--- config.mk ---
export PLATFORM = sky130hd
export DESIGN_NAME = iomd_decoder
export DESIGN_NICKNAME = d
export VERILOG_FILES = /design/src/hdl/iomd_pkg.sv /design/src/hdl/iomd_decoder.sv
export SDC_FILE = /design/constraint.sdc
export NUM_CORES = 1
export LEC_CHECK = 0
export ABC_AREA = 1
export CAP_MARGIN = 25
export CORE_ASPECT_RATIO = 2
export CORE_UTILIZATION = 45
export DETAILED_ROUTE_END_ITERATION = 7
export DONT_BUFFER_PORTS = 1
export HOLD_SLACK_MARGIN = 0.06
export PLACE_DENSITY_LB_ADDON = 0.25
export SLEW_MARGIN = 30
export SYNTH_ARGS = -nofsm -noshare
export SYNTH_HDL_FRONTEND = slang
export SYNTH_SLANG_ARGS = --single-unit
--- constraint.sdc ---
create_clock -name clock_in -period 2.42 [get_ports clock_in]
set_input_delay 0.484 -clock clock_in [delete_from_list [all_inputs] [get_ports clock_in]]
set_output_delay 0.484 -clock clock_in [all_outputs]
set_load 0.05 [all_outputs]
--- src/hdl/iomd_pkg.sv ---
// Package for the I/O and memory address decoder: register map, targets
// and the fixed I/O map. Assumes a single 10 MHz clock and APB access.
package iomd_pkg;

  // ----------------------------------------------------------------------
  // Register offsets and fields
  // ----------------------------------------------------------------------
  localparam logic [7:0] OFS_CTRL = 8'h00;
  localparam logic [7:0] OFS_FWH_EN = 8'h04;
  localparam logic [7:0] OFS_PM_BASE = 8'h08;
  localparam logic [7:0] OFS_GPIO_BASE = 8'h0c;
  localparam logic [7:0] OFS_LPC_GEN = 8'h10;
  localparam logic [7:0] OFS_P2P = 8'h14;
  localparam logic [7:0] OFS_STATUS = 8'h18;
  localparam int CTRL_F0EN = 0;
  localparam int CTRL_PRI = 1;
  localparam int CTRL_SEC = 2;
  localparam int CTRL_SUBTR = 3;
  localparam int CTRL_SWAP = 4;
  localparam int FWH_LEGACY_BIT = 7;

  // ----------------------------------------------------------------------
  // Memory windows
  // ----------------------------------------------------------------------
  localparam logic [31:0] IOAPIC_LO = 32'hfec0_0000;
  localparam logic [31:0] IOAPIC_HI = 32'hfec0_0100;
  localparam logic [9:0] FWH_TOP4M = 10'h3ff;
  localparam logic [9:0] FWH_ALIAS4M = 10'h3fe;
  localparam logic [9:0] FWH2_TOP = 10'h3fd;
  localparam logic [9:0] FWH2_ALIAS = 10'h3fc;
  localparam logic [14:0] FWH_LEGACY = 15'h0007;
  localparam logic [14:0] BIOS_SWAP_BLK = 15'h7fff;
  localparam int SWAP_BIT = 16;
  localparam logic [10:0] HEALTH_OFS = 11'h003;

  typedef enum logic [3:0] {
    TGT_PASS = 4'h0, TGT_DMA = 4'h1, TGT_PIC = 4'h2, TGT_PIT = 4'h3,
    TGT_LPC = 4'h4, TGT_NMI = 4'h5, TGT_RTC = 4'h6, TGT_RSTGEN = 4'h7,
    TGT_PM = 4'h8, TGT_FERR = 4'h9, TGT_DISK = 4'ha, TGT_HEALTH = 4'hb,
    TGT_GPIO = 4'hc, TGT_IOAPIC = 4'hd, TGT_FWH = 4'he, TGT_HUB = 4'hf
  } iomd_tgt_e;

  // ----------------------------------------------------------------------
  // Fixed I/O map; write-only ports fall to PASS on reads.
  // ----------------------------------------------------------------------
  function automatic iomd_tgt_e iomd_fixed_io(input logic [15:0] a, input logic wr,
                                              input logic f0en, input logic pri,
                                              input logic sec);
    iomd_tgt_e t;
    t = TGT_PASS;
    if (a inside {[16'h000:16'h008], 16'h00f, [16'h010:16'h018], 16'h01f,
                  [16'h080:16'h091], [16'h093:16'h09f], [16'hc0:16'hd1], [16'hde:16'hdf]})
      t = TGT_DMA;
    else if (wr && a inside {[16'h009:16'h00e], [16'h019:16'h01e], [16'hd2:16'hdd]})
      t = TGT_DMA;
    else if (a[15:8] == 8'h00 && !a[1] && (a[7:5] == 3'h1 || a[7:5] == 3'h5))
      t = TGT_PIC;
    else if (a inside {16'h4d0, 16'h4d1})
      t = TGT_PIC;
    else if (a inside {[16'h040:16'h042], [16'h050:16'h052]} || (wr && a inside {16'h43, 16'h53}))
      t = TGT_PIT;
    else if (a inside {16'h2e, 16'h2f, 16'h4e, 16'h4f, 16'h60, 16'h62, 16'h64, 16'h66})
      t = TGT_LPC;
    else if (a inside {16'h61, 16'h63, 16'h65, 16'h67})
      t = TGT_NMI;
    else if (a inside {[16'h071:16'h077]} || (wr && a == 16'h070))
      t = TGT_RTC;
    else if (a inside {16'h092, 16'hcf9})
      t = TGT_RSTGEN;
    else if (a inside {16'h0b2, 16'h0b3})
      t = TGT_PM;
    else if (a == 16'h0f0)
      t = wr ? TGT_FERR : (f0en ? TGT_PASS : TGT_LPC);
    else if (pri && a inside {[16'h1f0:16'h1f7], 16'h3f6})
      t = TGT_DISK;
    else if (sec && a inside {[16'h170:16'h177], 16'h376})
      t = TGT_DISK;
    return t;
  endfunction

  function automatic logic iomd_page_fwd(input logic [15:0] a);
    return a inside {16'h080, [16'h084:16'h086], 16'h088, [16'h08c:16'h08e]};
  endfunction

  function automatic logic iomd_nmi_upd(input logic [15:0] a);
    return a inside {16'h070, 16'h072, 16'h074, 16'h076};
  endfunction

endpackage

--- src/hdl/iomd_decoder.sv ---
// Address decoder that classifies each I/O or memory cycle and routes it.
// Assumes cycles are presented one clock wide and synchronous to clock_in;
// rst_b_in is the battery-well reset, host_bus_reset_n_in the bus reset.
`timescale 1ns/1ps

// What this block does
// - Unclaimed host I/O cycles pass to PCI
// - PCI master fixed I/O claimed, medium timing
// - DMA ranges, some write-only
// - Interrupt controller ports and their aliases
// - Timer ports, control ports write-only
// - Super-I/O and keyboard ports go to LPC
// - Port 61h and aliases go to NMI logic
// - Clock unit ports, some writes update NMI
// - Page register writes also forwarded outward
// - Reset generator and power-management ports claimed
// - F0h write to error logic, read gated
// - Disk ranges only when channel enabled
// - Variable ranges decoded, LPC ones forwarded
// - Health range sits 96 above PM base
// - Host memory cycles go to PCI first
// - PCI master memory sent up unless peer
// - Firmware window enable bits gate decode
// - Top firmware window always decoded
// - I/O APIC memory window claimed
// - Swap bit inverts A16 in BIOS space
// - Swap bit survives bus reset only
// - Swap leaves feature space untouched
// - Strap-forced swap cannot be cleared
module iomd_decoder
  import iomd_pkg::*;
(
  input wire logic clock_in,
  input wire logic rst_b_in,
  input wire logic host_bus_reset_n_in,
  input wire logic swap_strap_in,
  input wire logic psel,
  input wire logic penable,
  input wire logic pwrite,
  input wire logic [7:0] paddr,
  input wire logic [31:0] pwdata,
  output logic [31:0] prdata,
  output logic pready,
  output logic pslverr,
  input wire logic cyc_valid_in,
  input wire logic cyc_mem_in,
  input wire logic cyc_write_in,
  input wire logic cyc_from_pci_in,
  input wire logic [31:0] cyc_addr_in,
  output logic dec_valid_out,
  output logic [3:0] dec_target_out,
  output logic dec_claim_out,
  output logic dec_to_pci_out,
  output logic dec_also_fwd_out,
  output logic dec_nmi_upd_out,
  output logic [31:0] dec_addr_out
);

  // ----------------------------------------------------------------------
  // State
  // ----------------------------------------------------------------------
  typedef struct packed {
    logic [3:0] ctrl;
    logic swap_sw;
    logic strap;
    logic strap_done;
    logic [11:0] fwh_en;
    logic [9:0] pm_base;
    logic [9:0] gpio_base;
    logic [8:0] gen_base;
    logic gen_en;
    logic [11:0] p2p_base;
    logic [11:0] p2p_lim;
    logic pready;
    logic pslverr;
    logic [31:0] prdata;
    logic dvalid;
    iomd_tgt_e dtgt;
    logic dclaim;
    logic dpci;
    logic dfwd;
    logic dnmi;
    logic [31:0] daddr;
  } iomd_st_s;

  iomd_st_s st_ff;
  iomd_st_s nxt_st;

  // Decoding of the APB offset, used by both read and write paths.
  function automatic logic mapped(input logic [7:0] a);
    return a inside {OFS_CTRL, OFS_FWH_EN, OFS_PM_BASE, OFS_GPIO_BASE,
                     OFS_LPC_GEN, OFS_P2P, OFS_STATUS};
  endfunction

  logic swap_eff;
  logic [15:0] io_a;
  logic apb_wr;
  logic fwh_hit;
  logic apic_hit;
  logic p2p_hit;
  logic bios_top;
  iomd_tgt_e io_tgt;
  iomd_tgt_e var_tgt;

  // ----------------------------------------------------------------------
  // Memory window decode
  // ----------------------------------------------------------------------
  // The strap forces the swap; software can only add to it, never clear it.
  assign swap_eff = st_ff.swap_sw | st_ff.strap;
  assign io_a = cyc_addr_in[15:0];
  assign apb_wr = psel && penable && st_ff.pready && pwrite && mapped(paddr);
  assign apic_hit = cyc_addr_in >= IOAPIC_LO && cyc_addr_in <= IOAPIC_HI;
  assign bios_top = cyc_addr_in[31:17] == BIOS_SWAP_BLK;
  assign p2p_hit = cyc_addr_in[31:20] >= st_ff.p2p_base && cyc_addr_in[31:20] <= st_ff.p2p_lim;

  // Top-region windows of 512 KB, second-region windows of 1 MB: index seven is the always-on top window.
  always_comb begin
    fwh_hit = 1'b0;
    if (cyc_addr_in[31:22] == FWH_TOP4M || cyc_addr_in[31:22] == FWH_ALIAS4M) begin
      fwh_hit = (cyc_addr_in[21:19] == 3'h7) || st_ff.fwh_en[cyc_addr_in[21:19]];
    end else if (cyc_addr_in[31:22] == FWH2_TOP || cyc_addr_in[31:22] == FWH2_ALIAS) begin
      fwh_hit = st_ff.fwh_en[{2'h2, cyc_addr_in[21:20]}];
    end else if (cyc_addr_in[31:17] == FWH_LEGACY) begin
      fwh_hit = st_ff.fwh_en[FWH_LEGACY_BIT];
    end
  end

  // ----------------------------------------------------------------------
  // I/O decode: fixed map first, then the movable ranges
  // ----------------------------------------------------------------------
  // Overlaps between fixed and variable ranges are not checked; fixed wins.
  always_comb begin
    io_tgt = iomd_fixed_io(io_a, cyc_write_in, st_ff.ctrl[CTRL_F0EN],
                           st_ff.ctrl[CTRL_PRI], st_ff.ctrl[CTRL_SEC]);
    var_tgt = TGT_PASS;
    if (io_a[15:6] == st_ff.pm_base) begin
      var_tgt = TGT_PM;
    end else if (io_a[15:5] == {st_ff.pm_base, 1'b0} + HEALTH_OFS) begin
      var_tgt = TGT_HEALTH;
    end else if (io_a[15:6] == st_ff.gpio_base) begin
      var_tgt = TGT_GPIO;
    end else if (st_ff.gen_en && io_a[15:7] == st_ff.gen_base) begin
      var_tgt = TGT_LPC;
    end
  end

  // ----------------------------------------------------------------------
  // Next state: APB slave, configuration and cycle routing
  // ----------------------------------------------------------------------
  always_comb begin
    nxt_st = st_ff;
    // One wait state: pready rises in the second access cycle.
    nxt_st.pready = psel && penable && !st_ff.pready;
    nxt_st.pslverr = nxt_st.pready && !mapped(paddr);
    nxt_st.prdata = '0;
    if (nxt_st.pready && !pwrite) begin
      unique case (paddr)
        OFS_CTRL: nxt_st.prdata = 32'({swap_eff, st_ff.ctrl});
        OFS_FWH_EN: nxt_st.prdata = 32'(st_ff.fwh_en);
        OFS_PM_BASE: nxt_st.prdata = 32'({st_ff.pm_base, 6'h00});
        OFS_GPIO_BASE: nxt_st.prdata = 32'({st_ff.gpio_base, 6'h00});
        OFS_LPC_GEN: nxt_st.prdata = 32'({st_ff.gen_base, 6'h00, st_ff.gen_en});
        OFS_P2P: nxt_st.prdata = {4'h0, st_ff.p2p_lim, 4'h0, st_ff.p2p_base};
        OFS_STATUS: nxt_st.prdata = 32'({st_ff.strap, st_ff.dtgt});
        default: nxt_st.prdata = '0;
      endcase
    end
    if (apb_wr) begin
      unique case (paddr)
        OFS_CTRL: begin
          nxt_st.ctrl = pwdata[3:0];
          nxt_st.swap_sw = pwdata[CTRL_SWAP];
        end
        OFS_FWH_EN: nxt_st.fwh_en = pwdata[11:0];
        OFS_PM_BASE: nxt_st.pm_base = pwdata[15:6];
        OFS_GPIO_BASE: nxt_st.gpio_base = pwdata[15:6];
        OFS_LPC_GEN: begin
          nxt_st.gen_base = pwdata[15:7];
          nxt_st.gen_en = pwdata[0];
        end
        OFS_P2P: begin
          nxt_st.p2p_base = pwdata[11:0];
          nxt_st.p2p_lim = pwdata[27:16];
        end
        default: nxt_st.ctrl = st_ff.ctrl;
      endcase
    end
    // Bus reset clears configuration but spares the swap bit and strap.
    if (!host_bus_reset_n_in) begin
      nxt_st.ctrl = '0;
      nxt_st.fwh_en = '0;
      nxt_st.pm_base = '0;
      nxt_st.gpio_base = '0;
      nxt_st.gen_base = '0;
      nxt_st.gen_en = 1'b0;
      nxt_st.p2p_base = '0;
      nxt_st.p2p_lim = '0;
    end
    // The strap is sampled once, on the first edge after reset release.
    if (!st_ff.strap_done) begin
      nxt_st.strap = swap_strap_in;
      nxt_st.strap_done = 1'b1;
    end
    // Routing is decided in the cycle's own clock and shown one edge later,
    // which leaves the medium claim window intact.
    nxt_st.dvalid = cyc_valid_in;
    nxt_st.dtgt = TGT_PASS;
    nxt_st.dclaim = 1'b0;
    nxt_st.dpci = 1'b0;
    nxt_st.dfwd = 1'b0;
    nxt_st.dnmi = 1'b0;
    nxt_st.daddr = cyc_addr_in;
    if (cyc_valid_in) begin
      if (!cyc_mem_in) begin
        nxt_st.dtgt = (io_tgt != TGT_PASS) ? io_tgt : var_tgt;
        nxt_st.dclaim = nxt_st.dtgt != TGT_PASS;
        nxt_st.dpci = !cyc_from_pci_in && nxt_st.dtgt == TGT_PASS;
        nxt_st.dfwd = cyc_write_in && iomd_page_fwd(io_a);
        nxt_st.dnmi = cyc_write_in && iomd_nmi_upd(io_a);
      end else begin
        if (apic_hit) begin
          nxt_st.dtgt = TGT_IOAPIC;
        end else if (fwh_hit) begin
          nxt_st.dtgt = TGT_FWH;
        end else if (cyc_from_pci_in && !p2p_hit) begin
          nxt_st.dtgt = TGT_HUB;
        end else if (!cyc_from_pci_in && st_ff.ctrl[CTRL_SUBTR]) begin
          nxt_st.dtgt = TGT_LPC;
        end
        nxt_st.dclaim = nxt_st.dtgt != TGT_PASS;
        nxt_st.dpci = !cyc_from_pci_in;
        if (fwh_hit && bios_top && swap_eff) begin
          nxt_st.daddr[SWAP_BIT] = !cyc_addr_in[SWAP_BIT];
        end
      end
    end
  end

  // Only the battery-well reset reaches the swap bit.
  always_ff @(posedge clock_in or negedge rst_b_in) begin
    if (!rst_b_in) begin
      st_ff <= '0;
    end else begin
      st_ff <= nxt_st;
    end
  end

  // ----------------------------------------------------------------------
  // Outputs
  // ----------------------------------------------------------------------
  assign prdata = st_ff.prdata;
  assign pready = st_ff.pready;
  assign pslverr = st_ff.pslverr;
  assign dec_valid_out = st_ff.dvalid;
  assign dec_target_out = st_ff.dtgt;
  assign dec_claim_out = st_ff.dclaim;
  assign dec_to_pci_out = st_ff.dpci;
  assign dec_also_fwd_out = st_ff.dfwd;
  assign dec_nmi_upd_out = st_ff.dnmi;
  assign dec_addr_out = st_ff.daddr;

  // ----------------------------------------------------------------------
  // Assertions
  // ----------------------------------------------------------------------
  // Every decision shows one edge after its cycle is taken, so each routing check
  // looks at the outputs with |=> against what was presented the edge before.
  a_unclaimed_to_pci: assert property (@(posedge clock_in) disable iff (!rst_b_in)
    cyc_valid_in && !cyc_mem_in && !cyc_from_pci_in && io_tgt == TGT_PASS
      && var_tgt == TGT_PASS |=> dec_to_pci_out && !dec_claim_out)
    else $error("Unclaimed host I/O not passed to PCI.");

  a_pci_fixed_claim: assert property (@(posedge clock_in) disable iff (!rst_b_in)
    cyc_valid_in && !cyc_mem_in && cyc_from_pci_in && io_tgt != TGT_PASS
      |=> dec_valid_out && dec_claim_out && !dec_to_pci_out)
    else $error("PCI master fixed I/O cycle not claimed.");

  a_dma_wronly: assert property (@(posedge clock_in) disable iff (!rst_b_in)
    cyc_valid_in && !cyc_mem_in && !cyc_write_in && io_a == 16'h009
      |=> dec_target_out != TGT_DMA)
    else $error("Write-only DMA port claimed on read.");

  a_nmi_update: assert property (@(posedge clock_in) disable iff (!rst_b_in)
    cyc_valid_in && !cyc_mem_in && cyc_write_in && io_a == 16'h070
      |=> dec_nmi_upd_out && dec_target_out == TGT_RTC)
    else $error("Write to 70h missed NMI update.");

  a_page_fwd: assert property (@(posedge clock_in) disable iff (!rst_b_in)
    cyc_valid_in && !cyc_mem_in && io_a == 16'h080
      |=> dec_target_out == TGT_DMA && dec_also_fwd_out == $past(cyc_write_in))
    else $error("Page register forwarding wrong.");

  a_f0_read: assert property (@(posedge clock_in) disable iff (!rst_b_in)
    cyc_valid_in && !cyc_mem_in && !cyc_write_in && io_a == 16'h0f0
      |=> dec_target_out == ($past(st_ff.ctrl[CTRL_F0EN]) ? TGT_PASS : TGT_LPC))
    else $error("F0h read routed wrongly.");

  a_host_mem_pci: assert property (@(posedge clock_in) disable iff (!rst_b_in)
    cyc_valid_in && cyc_mem_in && !cyc_from_pci_in |=> dec_to_pci_out)
    else $error("Host memory cycle not driven to PCI.");

  a_top_window: assert property (@(posedge clock_in) disable iff (!rst_b_in)
    cyc_valid_in && cyc_mem_in && cyc_addr_in[31:19] == 13'h1fff
      |=> dec_target_out == TGT_FWH && dec_claim_out)
    else $error("Top firmware window not decoded.");

  a_apic_claim: assert property (@(posedge clock_in) disable iff (!rst_b_in)
    cyc_valid_in && cyc_mem_in && apic_hit |=> dec_target_out == TGT_IOAPIC)
    else $error("I/O APIC window not claimed.");

  a_swap_a16: assert property (@(posedge clock_in) disable iff (!rst_b_in)
    cyc_valid_in && cyc_mem_in && bios_top
      |=> dec_addr_out[SWAP_BIT] == ($past(cyc_addr_in[SWAP_BIT]) ^ $past(swap_eff)))
    else $error("A16 swap wrong in BIOS space.");

  a_swap_busrst: assert property (@(posedge clock_in) disable iff (!rst_b_in)
    !host_bus_reset_n_in && !apb_wr |=> st_ff.swap_sw == $past(st_ff.swap_sw))
    else $error("Swap bit lost on bus reset.");

  // A strapped part must flip A16 whatever software last wrote to the swap bit.
  a_strap_force: assert property (@(posedge clock_in) disable iff (!rst_b_in)
    st_ff.strap && cyc_valid_in && cyc_mem_in && bios_top
      |=> dec_addr_out[SWAP_BIT] != $past(cyc_addr_in[SWAP_BIT]))
    else $error("Forced swap was cleared.");

  a_reset_gen_claim: assert property (@(posedge clock_in) disable iff (!rst_b_in)
    cyc_valid_in && !cyc_mem_in && io_a == 16'hcf9
      |=> dec_target_out == TGT_RSTGEN && dec_claim_out)
    else $error("Reset generator port not claimed.");

  a_disk_gate: assert property (@(posedge clock_in) disable iff (!rst_b_in)
    cyc_valid_in && !cyc_mem_in && io_a == 16'h170 && !st_ff.ctrl[CTRL_SEC]
      |=> dec_target_out != TGT_DISK)
    else $error("Disabled disk channel decoded.");

  a_lpc_var: assert property (@(posedge clock_in) disable iff (!rst_b_in)
    cyc_valid_in && !cyc_mem_in && io_tgt == TGT_PASS && var_tgt == TGT_LPC
      |=> dec_target_out == TGT_LPC && dec_claim_out)
    else $error("Generic LPC range not forwarded.");

  // Window zero of the top region must stay dark while its enable bit is clear.
  a_fwh_gate: assert property (@(posedge clock_in) disable iff (!rst_b_in)
    cyc_valid_in && cyc_mem_in && cyc_addr_in[31:22] == FWH_TOP4M
      && cyc_addr_in[21:19] == 3'h0 && !st_ff.fwh_en[0]
      |=> dec_target_out != TGT_FWH)
    else $error("Disabled firmware window decoded.");

endmodule // iomd_decoder

==> reports/results.txt <==
status: finished, violations left
failing checks: negative hold slack
Final Cycle Share: 0.928
Max-cap violations: 0
CTS clk-pin slew, worst paths: 60 ps
DR WL/cell: 20.2 µm
IO Port Bufs: 0
Overflow after GRT: 0
Routed Antenna Nets: 0
worst IR drop on VDD: 466 µV
Hold WC Path Type: input pin to asynchronous set/reset pin
sequential element share of the synthesized area: 0.404
fill count: 1,912
ys flop type: dfrtp_1
TritonCTS buffer count: 17
Final #Nets: 1,238
count of final hold-check violations: 144
largest net degree at the start of global routing: 145
core area: 19,400 µm²
CP max FO: 4
vias in the first global route: 7,901
biggest cell delay along the critical path: 440 ps
initial antenna violation count: 0
number of buffers added to fix hold violations after cts: 32
Die ar.: 20,400 µm²
# IOs: 158
worst flop-to-flop path startpoint: st_ff[119]$_DFFE_PN0P_
FFs w/ async S/R, synth: 1.00
P per Cell Area: 635 nW/µm²
Placed Cells incl. Taps: 1,338
slowest CP cell: dfrtp_2
CP Launch Type: register
Layout Skew: 10.6 ps
Seq. cell area: 3610 µm²
Syn. warnings: 0
clock latency on the worst-skew pair: 450 ps
Site Rows: 72
total wire length: 28,300 µm
WS Path Type: register to register
dpl ws: 29.8 ps
Layout Cells excl Fill: 1,402
worst setup margin: 174 ps
family with the most delay on the worst path: simple AND/OR/NAND/NOR gates
CP startpoint: st_ff[119]$_DFFE_PN0P_
Initial DRT Pass Iterations: 5
clock tree from TritonCTS: built
routability congestion estimate: 0.926
Max-slew headroom: 0.612
1st-iter DRT viols: 471
Min Hold Slack: -273 ps
Tot GR Track Use: 0.296
worst path bufs/invs: 2
initial core utilization: 0.460
post-layout minimum cycle time: 2250 ps
Crit path top cell by count: nand3_1
global-route wire length before repair: 43,800 µm
via count: 7,677
layout cells sized above 1: 0.127
Via density: 5.48
Worst-Margin Slew: 582 ps
Max clock buf depth: 2
LEAKAGE: 4.56 nW
setup violators final: 0
crit-path cells: ha_1 > nand3_1 > buf_4 > xor2_1 > nand3_1 > nor2_1 > nand3_2 > nand2_1 > nor2_1 > nand3_1 > nand2_1 > nor2_1 > nand3_1 > nand2_1 > inv_1
#FFs+latches synth: 144
ant diodes: 0
Area growth syn-to-layout: 10.5%
Multi-input gate area: 4140 µm²
synth unique cells: 53
fin. max-slew vios: 0
crit end category: register
cell area after layout: 9850 µm²
Final HPWL DP: 21,200 µm
CP arrival: 2590 ps
Post-synth EDFFs: 0
Post-DP Area: 8870 µm²
Syn Area/Cell: 7.82 µm²
Clock Tree Root: clkbuf_16
DRC: 0
Die Span Y: 201 µm
H-tree depth: 4
post-synthesis instance area: 8910 µm²
CP required: 2760 ps
Die X: 102 µm
CTS Sinks: 144
overall power: 0.00626 W
Gate Count Post-Synth: 1,140
Max Freq: 445 MHz
metal layers:
metal	vias to the layer above	share of wire	GRT usage	routed length, µm
li1	3676	-	-	-
met1	3637	0.33	0.278	9270
met3	103	0.045	0.0543	1270
met4	0	0.066	0.196	1880
met2	261	0.56	0.556	15900
met5	-	0	0	0
state kept, by name, summed over array words and instances (netlist names):
signal            count
dec_addr_out         32
dec_also_fwd_out      1
dec_claim_out         1
dec_nmi_upd_out       1
dec_target_out        4
dec_to_pci_out        1
dec_valid_out         1
prdata               28
pready                1
pslverr               1
st_ff                73
cell usage after synthesis, types with 6 or more instances:
cell type / number / share of area
clkbuf_1: 19 / 0.0080
nand4_1: 29 / 0.020
nand2_2: 10 / 0.0070
o21ai_1: 11 / 0.0062
inv_1: 113 / 0.048
o21ai_0: 78 / 0.044
nor2_2: 10 / 0.0070
buf_6: 6 / 0.0076
nand3_1: 72 / 0.040
a31oi_1: 6 / 0.0042
nor2_4: 13 / 0.016
o22ai_1: 8 / 0.0056
nor2_1: 82 / 0.035
a21oi_1: 29 / 0.016
nand2_1: 255 / 0.11
nor3_1: 31 / 0.017
inv_2: 9 / 0.0038
xor2_1: 16 / 0.016
dfrtp_1: 144 / 0.40
o211ai_1: 11 / 0.0093
or2_2: 6 / 0.0042
ha_1: 25 / 0.035
xnor2_1: 9 / 0.0088
a221oi_1: 10 / 0.0098
buf_4: 74 / 0.062
buf_2: 7 / 0.0039
nor4_1: 6 / 0.0042
worst paths after layout:
check | end | slack [ps] | cells after the start
worst min-delay path | dec_addr_out[2]$_DFF_PN0_ | -270 | 0
worst max register to register | dec_claim_out$_DFF_PN0_ | 170 | 15
min in group clock_in | dec_addr_out[16]$_DFF_PN0_ | 120 | 1
max in group asynchronous | prdata[9]$_DFF_PN0_ | 2340 | 0
worst max-delay path | dec_claim_out$_DFF_PN0_ | 170 | 15
worst min register to register | st_ff[142]$_DFFE_PN0N_ | 450 | 1
repair_timing:
action                                 in CTS  in global routing
buffers inserted                            0                  0
endpoints found under the hold margin     176                144
gates resized for setup                     0                  7
setup endpoints to repair                   0                  5
placed cells by master (no fill, tap or decap), types with 8 or more instances in the layout:
cell type / count
a21oi_1: 29
a221oi_1: 10
buf_4: 40
clkbuf_16: 17
dfrtp_1: 142
dlygate4sd3_1: 32
ha_1: 25
inv_1: 113
inv_2: 9
nand2_1: 255
nand2_2: 10
nand3_1: 71
nand4_1: 29
nor2_1: 81
nor2_2: 9
nor2_4: 15
nor3_1: 31
o211ai_1: 11
o21ai_0: 78
o21ai_1: 11
o22ai_1: 8
xnor2_1: 9
xor2_1: 16
power breakdown:
group / total [W] / leakage, nW / internal [W] / switching [W]
logic: 0.000664 / 2.40 / 0.000260 / 0.000404
clock network: 0.00283 / 0.299 / 0.00175 / 0.00109
registers: 0.00276 / 1.86 / 0.00253 / 0.000228
total: 0.00626 / 4.56 / 0.00454 / 0.00172
cell type report:
| type | count | area share |
|---|---|---|
| multi-input cells | 768 | 0.421 |
| flip-flops and latches | 144 | 0.366 |
| clock inverters | 14 | 0.0191 |
| well taps | 259 | 0.0329 |
| inverters | 124 | 0.0475 |
| clock buffers | 18 | 0.0446 |
| repair buffers | 75 | 0.0691 |
per-stage QoR:
stage                      util  setup TNS, ps
after floorplan               -              0
after global placement    0.458              0
after detailed placement  0.458              0
after CTS                 0.507              0
after global routing      0.508          -15.9
final                     0.508              0
kinds of logic (layout without fill, tap and decap cells):
| group | after synthesis | count (layout) | synth area share |
|---|---|---|---|
| AOI/OAI and AO/OA | 179 | 179 | 0.120 |
| buffers and inverters | 231 | 231 | 0.135 |
| and+or+nand+nor | 533 | 533 | 0.279 |
| other | 2 | 5 | 0.000843 |
| adders and majority gates | 25 | 25 | 0.0351 |
| DFF | 144 | 144 | 0.404 |
| xor gates and xnor gates | 25 | 25 | 0.0246 |
| muxes | 1 | 1 | 0.00126 |
(Power assumes the default switching activity.)
